<file path="src/verilog/pcct_timer.sv">
// What this block does
// - prescaler and counter advance on falling clock edges
// - reset sets prescaler to all ones, counter zero
// - load reload on first tick and after timeout
// - prescaler tap seven makes a 24-bit chain
// - all-zero counter is the timeout event
// - counter equal to compare value sets flags
// - two selectors choose prescaler and counter clocks
// - masked status flags raise one of seven levels
// - external count clock is synchronised first
// - gate is active low and synchronised first
// - output control field sets initial level, responses
// - mode field 000 selects capture/compare operation
// - enable bits set running flag, then first load
// - shadow copies counter after each tick unless frozen
// - gate rising edge sets flag and freezes shadow
// - gate ignored while gate control is disabled
// - gate level flag always shows synchronised gate
// - gate never stops counting in this mode
// - compare sets event and match flags, drives output
// - timeout sets flag, clears match, drives output
// - output control 01 toggles on each event
// - any enabled set flag asserts the request
`timescale 1ns/1ps
package pcct_pkg;

    localparam logic [7:0]  PRESC_RST   = 8'hFF;    // prescaler after reset
    localparam logic [15:0] CNT_RST     = 16'h0000; // counter after reset
    localparam logic [15:0] SHADOW_RST  = 16'h0000; // shadow after reset
    localparam logic [2:0]  MODE_CAPCMP = 3'h0;     // capture/compare mode code
    localparam logic [1:0]  OC_OFF      = 2'h0;     // output held low
    localparam logic [1:0]  OC_TOGGLE   = 2'h1;     // toggle on each event
    localparam logic [1:0]  OC_ZERO     = 2'h2;     // compare drives low
    localparam logic [1:0]  OC_ONE      = 2'h3;     // compare drives high
    localparam int          MSK_TC      = 0;        // mask bit of compare event
    localparam int          MSK_TG      = 1;        // mask bit of gate event
    localparam int          MSK_TO      = 2;        // mask bit of timeout
    localparam int          IRQ_LEVELS  = 7;        // number of request levels

    // sequencer states, gray coded along idle, arm, count
    typedef enum logic [1:0] {
        PCCT_IDLE  = 2'h0,
        PCCT_ARM   = 2'h1,
        PCCT_COUNT = 2'h3
    } pcct_state_e;

    // control word bits
    typedef struct packed {
        logic       soft_run_bit;           // timer allowed to run
        logic       count_enable_bit;       // prescaler and counter enabled
        logic [2:0] operating_mode_field;   // mode select
        logic [1:0] output_control_field;   // waveform behaviour
        logic       gate_control_enable;    // gate may set the gate event
        logic       ext_clock_select;       // 1: external clock, 0: half mclk
        logic       counter_from_prescaler; // counter runs from prescaler tap
        logic [2:0] prescaler_tap;          // tap n divides by 2**(n+1)
        logic [2:0] irq_mask_field;         // enables of timeout, gate, compare
        logic [2:0] irq_level;              // request level, 0 for none
    } pcct_ctrl_s;

    // status flags
    typedef struct packed {
        logic timeout_flag;       // sticky timeout
        logic gate_event_flag;    // sticky gate event
        logic compare_event_flag; // sticky compare event
        logic gate_level_flag;    // live gate pin level
        logic compare_match_flag; // compare seen since last timeout
        logic running_flag;       // timer enabled
        logic out_level_flag;     // waveform output level
    } pcct_status_s;

    // write-one-to-clear pulses for sticky flags
    typedef struct packed {
        logic timeout_clear;
        logic gate_event_clear;
        logic compare_event_clear;
    } pcct_clear_s;

    // level the output takes while stopped
    function automatic logic pcct_init_level(input logic [1:0] oc);
        return (oc == OC_ZERO);
    endfunction

    // output level after a compare or timeout event
    function automatic logic pcct_event_level(input logic [1:0] oc,
                                              input logic       cur,
                                              input logic       is_cmp);
        logic lvl;
        lvl = cur;
        unique case (oc)
            OC_OFF:    lvl = 1'b0;
            OC_TOGGLE: lvl = ~cur;
            OC_ZERO:   lvl = ~is_cmp;
            OC_ONE:    lvl = is_cmp;
        endcase
        return lvl;
    endfunction

endpackage

// capture/compare timer with prescaler, one clock, loose control ports
module pcct_timer #(
    parameter int IRQ_LEVELS = pcct_pkg::IRQ_LEVELS
) (
    input  wire logic                  mclk,
    input  wire logic                  srst,
    input  wire logic                  ext_count_clock_in,
    input  wire logic                  gate_input_n,
    input  wire pcct_pkg::pcct_ctrl_s  control_word,
    input  wire logic [15:0]           reload_value_one,
    input  wire logic [15:0]           compare_value,
    input  wire pcct_pkg::pcct_clear_s status_clear,
    output logic                       waveform_output,
    output logic [15:0]                counter_shadow,
    output pcct_pkg::pcct_status_s     status_flags,
    output logic [IRQ_LEVELS-1:0]      interrupt_request_levels
);

    logic                   ext_s;        // synchronised external clock
    logic                   gate_s;       // synchronised gate pin level
    pcct_pkg::pcct_state_e  st_r;         // sequencer state
    pcct_pkg::pcct_state_e  st_nxt;
    logic [7:0]             presc_r;      // prescaler
    logic [7:0]             presc_nxt;
    logic [15:0]            cnt_r;        // down-counter
    logic [15:0]            cnt_nxt;
    logic                   half_r;       // half-rate system clock level
    logic                   half_nxt;
    logic                   sel_prev_r;   // selected clock, last cycle
    logic                   sel_prev_nxt;
    logic                   gate_prev_r;  // gate level, last cycle
    logic                   gate_prev_nxt;
    logic                   tick_d_r;     // counter ticked last cycle
    logic                   tick_d_nxt;
    logic [15:0]            shadow_r;     // readable counter copy
    logic [15:0]            shadow_nxt;
    logic                   out_r;        // waveform output
    logic                   out_nxt;
    pcct_pkg::pcct_status_s status_r;     // status flags
    pcct_pkg::pcct_status_s status_nxt;
    logic [IRQ_LEVELS-1:0]  irq_r;        // request lines
    logic [IRQ_LEVELS-1:0]  irq_nxt;
    logic                   enable;       // both run bits set in mode 000
    logic                   sel_lvl;      // selected clock level
    logic                   sel_fall;     // falling edge of selected clock
    logic [7:0]             presc_dec;    // prescaler minus one
    logic                   tap_fall;     // falling edge of prescaler tap
    logic                   ctr_tick;     // counter falling-edge enable
    logic [15:0]            cnt_new;      // counter value after a tick
    logic                   cmp_hit;      // compare event this tick
    logic                   to_hit;       // timeout event this tick
    logic                   tg_set;       // gate event this cycle
    logic                   irq_any;      // some enabled flag is set
    logic                   out_cmp;      // output after the compare step

    // external clock synchroniser
    pcct_sync #(.W(1), .RST_VAL(1'h0)) u_ext_sync (
        .mclk (mclk),
        .srst (srst),
        .d    (ext_count_clock_in),
        .q    (ext_s)
    );

    // gate synchroniser, idles at the negated level
    pcct_sync #(.W(1), .RST_VAL(1'h1)) u_gate_sync (
        .mclk (mclk),
        .srst (srst),
        .d    (gate_input_n),
        .q    (gate_s)
    );

    // clock selection, prescaler, counter, flags, output and requests
    always_comb begin
        // only mode 000 is a running mode of this block
        enable = control_word.soft_run_bit && control_word.count_enable_bit
            && (control_word.operating_mode_field == pcct_pkg::MODE_CAPCMP);
        half_nxt      = ~half_r;
        // first selector: external pin or half system clock
        sel_lvl       = control_word.ext_clock_select ? ext_s : half_r;
        // falling edges become one-cycle enables
        sel_fall      = sel_prev_r && !sel_lvl;
        sel_prev_nxt  = sel_lvl;
        presc_dec     = presc_r - 8'h01;
        // tap bit falling while counting down; tap 7 gives divide by 256
        tap_fall      = (st_r != pcct_pkg::PCCT_IDLE) && sel_fall
            && presc_r[control_word.prescaler_tap]
            && !presc_dec[control_word.prescaler_tap];
        // second selector: selected clock or prescaler output
        ctr_tick      = (st_r != pcct_pkg::PCCT_IDLE)
            && (control_word.counter_from_prescaler ? tap_fall : sel_fall);
        st_nxt        = st_r;
        presc_nxt     = presc_r;
        cnt_nxt       = cnt_r;
        cnt_new       = cnt_r;
        out_nxt       = out_r;
        cmp_hit       = 1'b0;
        to_hit        = 1'b0;
        unique case (st_r)
            // stopped: hold reset values and initial output level
            pcct_pkg::PCCT_IDLE: begin
                presc_nxt = pcct_pkg::PRESC_RST;
                cnt_nxt   = pcct_pkg::CNT_RST;
                out_nxt   = pcct_pkg::pcct_init_level(control_word.output_control_field);
                if (enable) begin
                    st_nxt = pcct_pkg::PCCT_ARM;
                end
            end
            // enabled, waiting for the first counter tick to load
            pcct_pkg::PCCT_ARM: begin
                if (!enable) begin
                    st_nxt = pcct_pkg::PCCT_IDLE;
                end else if (ctr_tick) begin
                    cnt_new = reload_value_one;
                    st_nxt  = pcct_pkg::PCCT_COUNT;
                end
            end
            // counting; the gate has no say here
            pcct_pkg::PCCT_COUNT: begin
                if (!enable) begin
                    st_nxt = pcct_pkg::PCCT_IDLE;
                end else if (ctr_tick) begin
                    // tick after a timeout reloads, otherwise decrement
                    cnt_new = (cnt_r == 16'h0000) ? reload_value_one
                                                  : cnt_r - 16'h0001;
                end
            end
            default: begin
                st_nxt = pcct_pkg::PCCT_IDLE;
            end
        endcase
        // prescaler decrements on selected-clock falls while enabled
        if ((st_r != pcct_pkg::PCCT_IDLE) && enable && sel_fall) begin
            presc_nxt = presc_dec;
        end
        if ((st_r != pcct_pkg::PCCT_IDLE) && enable && ctr_tick) begin
            cnt_nxt = cnt_new;
            cmp_hit = (cnt_new == compare_value);
            to_hit  = (cnt_new == 16'h0000);
        end
        // compare first, timeout last so timeout wins on equal events
        out_cmp = cmp_hit ? pcct_pkg::pcct_event_level(control_word.output_control_field,
                                                       out_r, 1'b1) : out_r;
        if (st_r != pcct_pkg::PCCT_IDLE) begin
            out_nxt = to_hit ? pcct_pkg::pcct_event_level(control_word.output_control_field,
                                                          out_cmp, 1'b0) : out_cmp;
        end
        // gate negation edge, only when gate control is enabled
        gate_prev_nxt = gate_s;
        tg_set        = !gate_prev_r && gate_s && control_word.gate_control_enable
            && (control_word.operating_mode_field == pcct_pkg::MODE_CAPCMP);
        // sticky flags: a set in the clear cycle wins
        status_nxt                    = status_r;
        status_nxt.timeout_flag       = to_hit
            || (status_r.timeout_flag && !status_clear.timeout_clear);
        status_nxt.compare_event_flag = cmp_hit
            || (status_r.compare_event_flag && !status_clear.compare_event_clear);
        status_nxt.gate_event_flag    = tg_set
            || (status_r.gate_event_flag && !status_clear.gate_event_clear);
        if (to_hit) begin
            status_nxt.compare_match_flag = 1'b0;
        end else if (cmp_hit) begin
            status_nxt.compare_match_flag = 1'b1;
        end
        status_nxt.gate_level_flag = gate_s;
        status_nxt.running_flag    = (st_nxt != pcct_pkg::PCCT_IDLE);
        status_nxt.out_level_flag  = out_nxt;
        // shadow follows the counter unless the gate event froze it
        tick_d_nxt = ctr_tick;
        shadow_nxt = shadow_r;
        if (tick_d_r && !status_r.gate_event_flag) begin
            shadow_nxt = cnt_r;
        end
        // masked flags onto the programmed level
        irq_any = |({status_r.timeout_flag, status_r.gate_event_flag,
                     status_r.compare_event_flag} & control_word.irq_mask_field);
        for (int i = 0; i < IRQ_LEVELS; i++) begin
            irq_nxt[i] = irq_any && (control_word.irq_level == 3'(i + 1));
        end
    end

    // register every piece of state
    always_ff @(posedge mclk) begin
        if (srst) begin
            st_r        <= pcct_pkg::PCCT_IDLE;
            presc_r     <= pcct_pkg::PRESC_RST;
            cnt_r       <= pcct_pkg::CNT_RST;
            half_r      <= 1'b0;
            sel_prev_r  <= 1'b0;
            gate_prev_r <= 1'b1;
            tick_d_r    <= 1'b0;
            shadow_r    <= pcct_pkg::SHADOW_RST;
            out_r       <= 1'b0;
            status_r    <= '0;
            irq_r       <= '0;
        end else begin
            st_r        <= st_nxt;
            presc_r     <= presc_nxt;
            cnt_r       <= cnt_nxt;
            half_r      <= half_nxt;
            sel_prev_r  <= sel_prev_nxt;
            gate_prev_r <= gate_prev_nxt;
            tick_d_r    <= tick_d_nxt;
            shadow_r    <= shadow_nxt;
            out_r       <= out_nxt;
            status_r    <= status_nxt;
            irq_r       <= irq_nxt;
        end
    end

    assign waveform_output          = out_r;
    assign counter_shadow           = shadow_r;
    assign status_flags             = status_r;
    assign interrupt_request_levels = irq_r;
endmodule

</file>
<file path="src/verilog/pcct_sync.sv">
`timescale 1ns/1ps
// two-stage synchroniser: the first stage is read only by the second
module pcct_sync #(
    parameter int         W       = 1,
    parameter logic [0:0] RST_VAL = 1'h0
) (
    input  wire logic         mclk,   // system clock
    input  wire logic         srst,   // synchronous reset, active high
    input  wire logic [W-1:0] d,      // asynchronous level
    output logic      [W-1:0] q       // level safe to use in the mclk domain
);

    logic [W-1:0] stage1_r;    // metastability catcher
    logic [W-1:0] stage1_nxt;  // next value of the first stage
    logic [W-1:0] q_r;         // settled level
    logic [W-1:0] q_nxt;       // next value of the second stage

    // next values of both stages
    always_comb begin
        stage1_nxt = d;
        q_nxt      = stage1_r;
    end

    // register both stages
    always_ff @(posedge mclk) begin
        if (srst) begin
            stage1_r <= {W{RST_VAL}};
            q_r      <= {W{RST_VAL}};
        end else begin
            stage1_r <= stage1_nxt;
            q_r      <= q_nxt;
        end
    end

    assign q = q_r;

endmodule

</file>
<file path="config.mk">
export PLATFORM = sky130hd
export DESIGN_NAME = pcct_timer
export DESIGN_NICKNAME = d
export VERILOG_FILES = /design/src/verilog/pcct_timer.sv /design/src/verilog/pcct_sync.sv
export SDC_FILE = /design/constraint.sdc
export NUM_CORES = 1
export LEC_CHECK = 0
export BUFFER_PORTS_ARGS = -buffer_cell sky130_fd_sc_hd__buf_2
export CORE_MARGIN = 5
export CORE_UTILIZATION = 55
export CTS_CLUSTER_SIZE = 10
export DETAILED_ROUTE_END_ITERATION = 10
export PLACE_DENSITY = 0.81
export SYNTH_ARGS = -nofsm -noshare
export SYNTH_HDL_FRONTEND = slang
export SYNTH_HIERARCHICAL = 1
export SYNTH_SLANG_ARGS = --single-unit
</file>
<file path="constraint.sdc">
create_clock -name mclk -period 5.4 [get_ports mclk]
set_input_delay 1.08 -clock mclk [delete_from_list [all_inputs] [get_ports mclk]]
set_output_delay 1.08 -clock mclk [all_outputs]
set_load 0.02 [all_outputs]
</file>
==> metrics.md, run 1 <==
| Metric | Value |
|---|---|
| CTS buffer count | 9 |
| Switching share of power | 0.253 |
| Area leader, netlist | dfxtp_1 |
| Xor and xnor area share after synthesis | 0.0439 |
| Clock share of power | 0.430 |
| Post-route DRC | 0 |
| Htree depth | 3 |
| CP endpoint kind | register |
| GR Overflow Total | 0 |
| Number of flops mapped to enable cells by yosys | 0 |
| Yosys top cell area share | 0.321 |
| Total Negative Setup Slacks | 0 ns |
| Largest net degree at the start of global routing | 53 |
| Horiz. Die Dim | 95.1 um |
| Ports | 89 |
| Placer Congestion | 1.01 |
| CTS tree | done |
| FP Rows | 31 |
| Synth Area in Simple Gates | 0.289 |
| Highest clock rate | 213 MHz |
| Endpoints failing setup | 0 |
| Avg WL per Cell | 18.8 um |
| DRT antenna net count | 0 |
| Hold WC Path Type | register to register |
| Via/cell ratio | 6.26 |
| Max-slew violations | 0 |
| Worst vdd ir | 0.165 mV |
| Post-CTS setup buffers | 0 |
| Cell Pwr Density | 208 mW/mm2 |
| RSZ-0062 raised after global routing | no |
| MaxCap Viol Count | 0 |
| CP arrival | 4.99 ns |
| Later-pin clock latency in the skew report | 0.35 ns |
| Hold Violations, Final | 0 |
| Post-Synth Adder-Cell Area | 0.00941 |
| Starting Density | 0.559 |
| CP dominant cell by count | nor3_1 |
| Core area | 0.00714 mm2 |
| Detailed placer's ending HPWL | 9510 um |
| Leakage | 1.78 nW |
| Worst-path clk slew | 0.08 ns |
| CP Launch Type | primary input |
| CP Class | primary input to register |
| Status | finished clean |
| Sequential share of power | 0.495 |
| 1st-iter DRT viols | 369 |
| Sink Count | 64 |
| # nets final | 633 |
| Initial DRT Pass Iterations | 5 |
| Yosys warns | 6 |
| First-pass GRT wire length | 19700 um |
| Die ar. | 0.00905 mm2 |
| Main area contributors after synthesis | dfxtp_1 (32%), nand2_1 (5.7%), a21oi_1 (5.0%), nor2_1 (3.9%), xnor2_1 (2.6%) |
| Worst Tran Pin Value | 1.01 ns |
| Sequential element share of the synthesized area | 0.321 |
| Bufs and invs on worst path | 1 |
| Top delay family on crit path | simple AND/OR/NAND/NOR gates |
| P_sw | 0.244 mW |
| Minimum clock period | 4.70 ns |
| Max stage delay on crit path | 0.63 ns |
| Detailed Route WL | 12700 um |
| Async SR Flop Fraction | 0 |
| Largest family of logic cells by synthesized area | simple AND/OR/NAND/NOR gates |
| Resized Gates After CTS | 0 |
| Worst-path fanout max | 17 |
| Share of layout cells above drive strength 1 | 0.234 |
| Syn Inst Count | 502 |
| Number of diodes | 0 |
| Die height | 95.1 um |
| DR vias | 4232 |
| Total track usage | 0.284 |
| Comb pwr share | 0.075 |
| Synthesis-to-layout area growth | 16.2% |
| Fin util | 0.649 |
| Most used DFF post-synth | dfxtp_1 |
| Flops & latches, synth | 64 |
| I/O Buffers | 88 |
| Post-synth top cells | dfxtp_1 (64), nand2_1 (61), nor2_1 (41) |
| Worst EP required | 5.68 ns |
| Final clock skew | 0.00703 ns |
| Worst path cell trace | buf_2, nor3_1, nand4_2, a311oi_4, nand3_2, or4_1, a211o_1, nor4_2, nand2_1, nor4b_1, nor3_1, a21oi_1 |
| P_int | 0.719 mW |
| Vias in the first global route | 3876 |
| Complex-gate fraction of the synthesized area | 0.248 |
| Slowest-stage cell, CP | or4_1 |
| Most common cell in the synthesized netlist | dfxtp_1 |
| Syn_nets | 563 |
| Post-synthesis mux area share | 0.0267 |
| Root Driver | clkbuf_8 |
| Post-cts hold buffer count | 0 |
| Initial antenna violation count | 0 |
| Synth Cell Area | 0.00399 mm2 |
| Slew headroom | 0.327 |
| Clock Tree Buf Depth | 2 |
| Period Utilization, post-route | 0.871 |
| Mapped Avg Cell Area | 7.94 um2 |
| Distinct cells, synth | 71 |
| R2R Setup Slk | 0.87 ns |
## cells in the final DEF, fill, tap and decap left out, drive strengths merged, types with 5 or more instances in the layout
cell type,Yosys,final
buf,10,96
nand2b,13,13
mux2i,5,5
xor2,8,8
dfxtp,64,64
nand3,16,16
or2,7,7
a211oi,7,7
and4,7,7
nand4,15,15
o22ai,5,5
mux2,5,5
nor2b,8,8
a31oi,5,5
a221oi,5,5
a21oi,40,40
clkbuf,27,9
xnor2,12,12
nor2,41,41
nor3,10,10
inv,19,20
nor4,13,13
nand2,61,61
o311ai,5,5
o21ai,18,18
## metal layers
layer / track usage / wire length (um) / share of wire
met2: 0.447 / 5850 / 0.46
met3: 0.0750 / 1170 / 0.092
met4: 0.145 / 544 / 0.043
met1: 0.356 / 5120 / 0.40
met5: 0 / 0 / 0
## logic make-up after synthesis
family          count (synthesis)
xor+xnor                       20
compound gates                137
simple gates                  212
mux                            10
fa+ha+maj                       3
flops                          64
buf+inv                        56
## area by class of cell
| type | instances | area, um2 |
|---|---|---|
| clock buffer | 9 | 124 |
| clock inverter | 7 | 71.3 |
| fill | 660 | 2500 |
| inverter | 19 | 71.3 |
| multi-input combinational | 382 | 2460 |
| sequential | 64 | 1280 |
| tap | 99 | 124 |
| timing repair buffer | 96 | 500 |
## per-stage QoR
step / power (mW) / cell area (um2) / std cells / setup slack (ns) / hold slack (ns)
final: 0.963 / 4630 / 676 / 0.698 / 0.422
after global routing: 1.00 / 4630 / 676 / 0.400 / 0.443
after CTS: 0.967 / 4630 / 676 / 0.726 / 0.427
after detailed placement: 0.558 / 4440 / 660 / 0.368 / 0.400
after global placement: 0.557 / 4440 / 660 / 0.527 / 0.394
after floorplan: 0.524 / 3990 / 502 / 1.15 / 0.383
## power groups by stage
stage / Combinational (mW) / Sequential [mW] / Clock, mW
final: 0.0720 / 0.477 / 0.414
after global placement: 0.0695 / 0.488 / 0
after floorplan: 0.0351 / 0.488 / 0
after global routing: 0.0782 / 0.477 / 0.444
after CTS: 0.0707 / 0.477 / 0.420
after detailed placement: 0.0702 / 0.488 / 0
## flip-flops by register name, summed over array words and instances, names as in the netlist, 2 cells and up
register / flops
counter_shadow: 16
interrupt_request_levels: 7
status_flags: 7
st_r: 2
presc_r: 8
cnt_r: 16
## path summary, 6_finish.rpt
path	startpoint	end	cells after the start
min	u_gate_sync/q_nxt	u_gate_sync/q	1
max	control_word[15]	status_flags[0]	12
min reg2reg	u_gate_sync/q_nxt	u_gate_sync/q	1
max reg2reg	cnt_r[0]	status_flags[0]	13
## worst register-to-register path: cells and delay by family (launching register included)
family / cells / cell delay, ns
AND/OR/NAND/NOR: 8 / 2.82
multiplexers: 1 / 0.48
buffers and inverters: 1 / 0.09
adder cells (fa/ha/maj): 1 / 0.21
AO/OA/AOI/OAI: 2 / 0.47
flip-flops: 1 / 0.39
No activity file was read; power rests on OpenSTA's default activity.
==> inputs of run 2 (changes only) <==
--- a/config.mk
+++ b/config.mk
@@ -7,10 +7,10 @@
 export LEC_CHECK = 0
 export BUFFER_PORTS_ARGS = -buffer_cell sky130_fd_sc_hd__buf_2
 export CORE_MARGIN = 5
-export CORE_UTILIZATION = 55
+export CORE_UTILIZATION = 45
 export CTS_CLUSTER_SIZE = 10
 export DETAILED_ROUTE_END_ITERATION = 10
-export PLACE_DENSITY = 0.81
+export PLACE_DENSITY = 0.68
 export SYNTH_ARGS = -nofsm -noshare
 export SYNTH_HDL_FRONTEND = slang
 export SYNTH_HIERARCHICAL = 1
==> metrics.md, run 2 (synthesized netlist as in run 1, its figures left out) <==
| Metric | Value |
|---|---|
| Slew headroom | 0.319 (-0.00846) |
| Hold WC Path Type | register to register |
| Hold Path Sink | half_r |
| Clock Tree Buf Depth | 2 (unchanged) |
| 1st-iter DRT viols | 372 (+0.81%) |
| Post-route DRC | 0 (unchanged) |
| Worst-path fanout max | 14 (-3) |
| Worst Hold Launch | half_r |
| Final clock skew | 0.00920 ns (+0.00216 ns) |
| Max-slew violations | 0 (unchanged) |
| Vias in the first global route | 4082 (+5.3%) |
| Resized Gates After CTS | 0 (unchanged) |
| Ports | 89 (unchanged) |
| CP Class | register to register |
| Share of layout cells above drive strength 1 | 0.237 (+0.00265) |
| Worst vdd ir | 0.222 mV (+35%) |
| Total track usage | 0.237 (-0.0467) |
| FF-to-FF path depth | 13 (unchanged) |
| Post-DP Area | 0.00446 mm2 (+0.59%) |
| Detailed placer's ending HPWL | 9770 um (+2.7%) |
| Final Cell Area | 0.00469 mm2 (+1.2%) |
| Worst Tran Pin Value | 1.02 ns (+0.0126 ns) |
| Placer Congestion | 0.965 (-4.5%) |
| Largest net degree at the start of global routing | 53 (unchanged) |
| Later-pin clock latency in the skew report | 0.35 ns (about the same) |
| GR Overflow Total | 0 (unchanged) |
| Worst flop-to-flop path startpoint | cnt_r[0] |
| Dpl cells | 671 (+1.7%) |
| Endpoints failing setup | 0 (unchanged) |
| Leakage | 1.81 nW (+1.7%) |
| CTS buffer count | 9 (unchanged) |
| Root Driver | clkbuf_8 |
| Total Negative Setup Slacks | 0 ns (unchanged) |
| Commonest non-fill, non-tap cells in the layout | buf_2 (88), dfxtp_1 (64), nand2_1 (61), nor2_1 (41), a21oi_1 (40) |
| Core area | 0.00868 mm2 (+22%) |
| Post-cts hold buffer count | 0 (unchanged) |
| DRT antenna net count | 0 (unchanged) |
| Number of diodes | 0 (unchanged) |
| Worst r2r dst | status_flags[0] |
| Die ar. | 0.0108 mm2 (+20%) |
| Post-CTS setup buffers | 0 (unchanged) |
| Most common cell after layout, fill and taps aside | buf_2 |
| # nets final | 635 (+0.32%) |
| Sink Count | 64 (unchanged) |
| Non-Filler Instances | 687 (+1.6%) |
| Highest clock rate | 212 MHz (-0.27%) |
| Detailed Route WL | 13000 um (+2.7%) |
| CP arrival | 4.96 ns (-0.03 ns) |
| I/O Buffers | 88 (unchanged) |
| DR vias | 4173 (-1.4%) |
| Period Utilization, post-route | 0.873 (+0.00237) |
| CP Launch Type | register |
| FP Rows | 34 (+9.7%) |
| CP endpoint kind | register |
| Worst-path clk slew | 0.08 ns (about the same) |
| RSZ-0062 raised after global routing | no |
| Worst EP required | 5.64 ns (-0.04 ns) |
| Initial DRT Pass Iterations | 5 (unchanged) |
| Status | finished clean |
| Hold Violations, Final | 0 (unchanged) |
| Die height | 104 um (+9.4%) |
| CTS tree | done |
| Cell Pwr Density | 218 mW/mm2 (+4.8%) |
| Synthesis-to-layout area growth | 17.6% |
| R2R Setup Slk | 0.68 ns (-0.19 ns) |
| Minimum clock period | 4.72 ns (+0.0128 ns) |
| Starting Density | 0.459 (-0.0992) |
| Initial antenna violation count | 0 (unchanged) |
| Htree depth | 3 (unchanged) |
| MaxCap Viol Count | 0 (unchanged) |
| Via/cell ratio | 6.07 (-3.0%) |
| Avg WL per Cell | 19.0 um (+1.1%) |
| Fin util | 0.540 (-0.109) |
| Horiz. Die Dim | 104 um (+9.4%) |
| First-pass GRT wire length | 21100 um (+7.0%) |
| Hold depth | 1 (unchanged) |
## run 2: stage by stage
step                      hold WS [ns]  worst slack (ns)  power (mW)
final                            0.419             0.685        1.02
after global routing             0.439             0.444        1.07
after CTS                        0.423             0.755        1.04
after detailed placement         0.407             0.387       0.559
after global placement           0.390             0.527       0.558
after floorplan                  0.383              1.15       0.524
## run 2: layout make-up
type	instances	area, um2
fillers	855	3990
multi-input cells	382	2460
flip-flops and latches	64	1280
repair buffers	98	515
well taps	108	135
clock buffers	9	124
clock inverters	7	103
inverters	19	71.3
## run 2: report_power, final
group	internal (mW)	switching, mW
combinational	0.0313	0.0411
clock	0.265	0.208
sequential	0.475	0.00171
## run 2: worst max-delay path, cell delays in order, from the launching register on
cell and delay, ns:
dfxtp_1 0.54, inv_1 0.14, ha_1 0.23, nor3b_1 0.16, and4_1 0.29, nor2_1 0.80
mux2_2 0.49, or4_1 0.48, a211o_1 0.32, nor4_2 0.41, a21oi_1 0.18, mux2_2 0.30
nor3_1 0.19, a21oi_1 0.08
## run 2: how the worst max path moves through the flow
stage | start | to | slack [ns] | depth (start not counted)
floorplan | control_word[15] | status_flags[0] | 1.15 | 11
global placement | control_word[15] | status_flags[0] | 0.53 | 12
detailed placement | control_word[15] | status_flags[0] | 0.39 | 12
CTS | cnt_r[0] | status_flags[0] | 0.75 | 13
global route | cnt_r[0] | status_flags[0] | 0.44 | 13
finish | cnt_r[0] | status_flags[0] | 0.68 | 13
## run 2: per-layer routing
layer	up-vias	track usage	routed length [um]
met3	36	0.0596	1150
met2	197	0.378	6000
met1	1936	0.302	5450
li1	2004	-	-
met5	-	0	0
met4	0	0.106	425
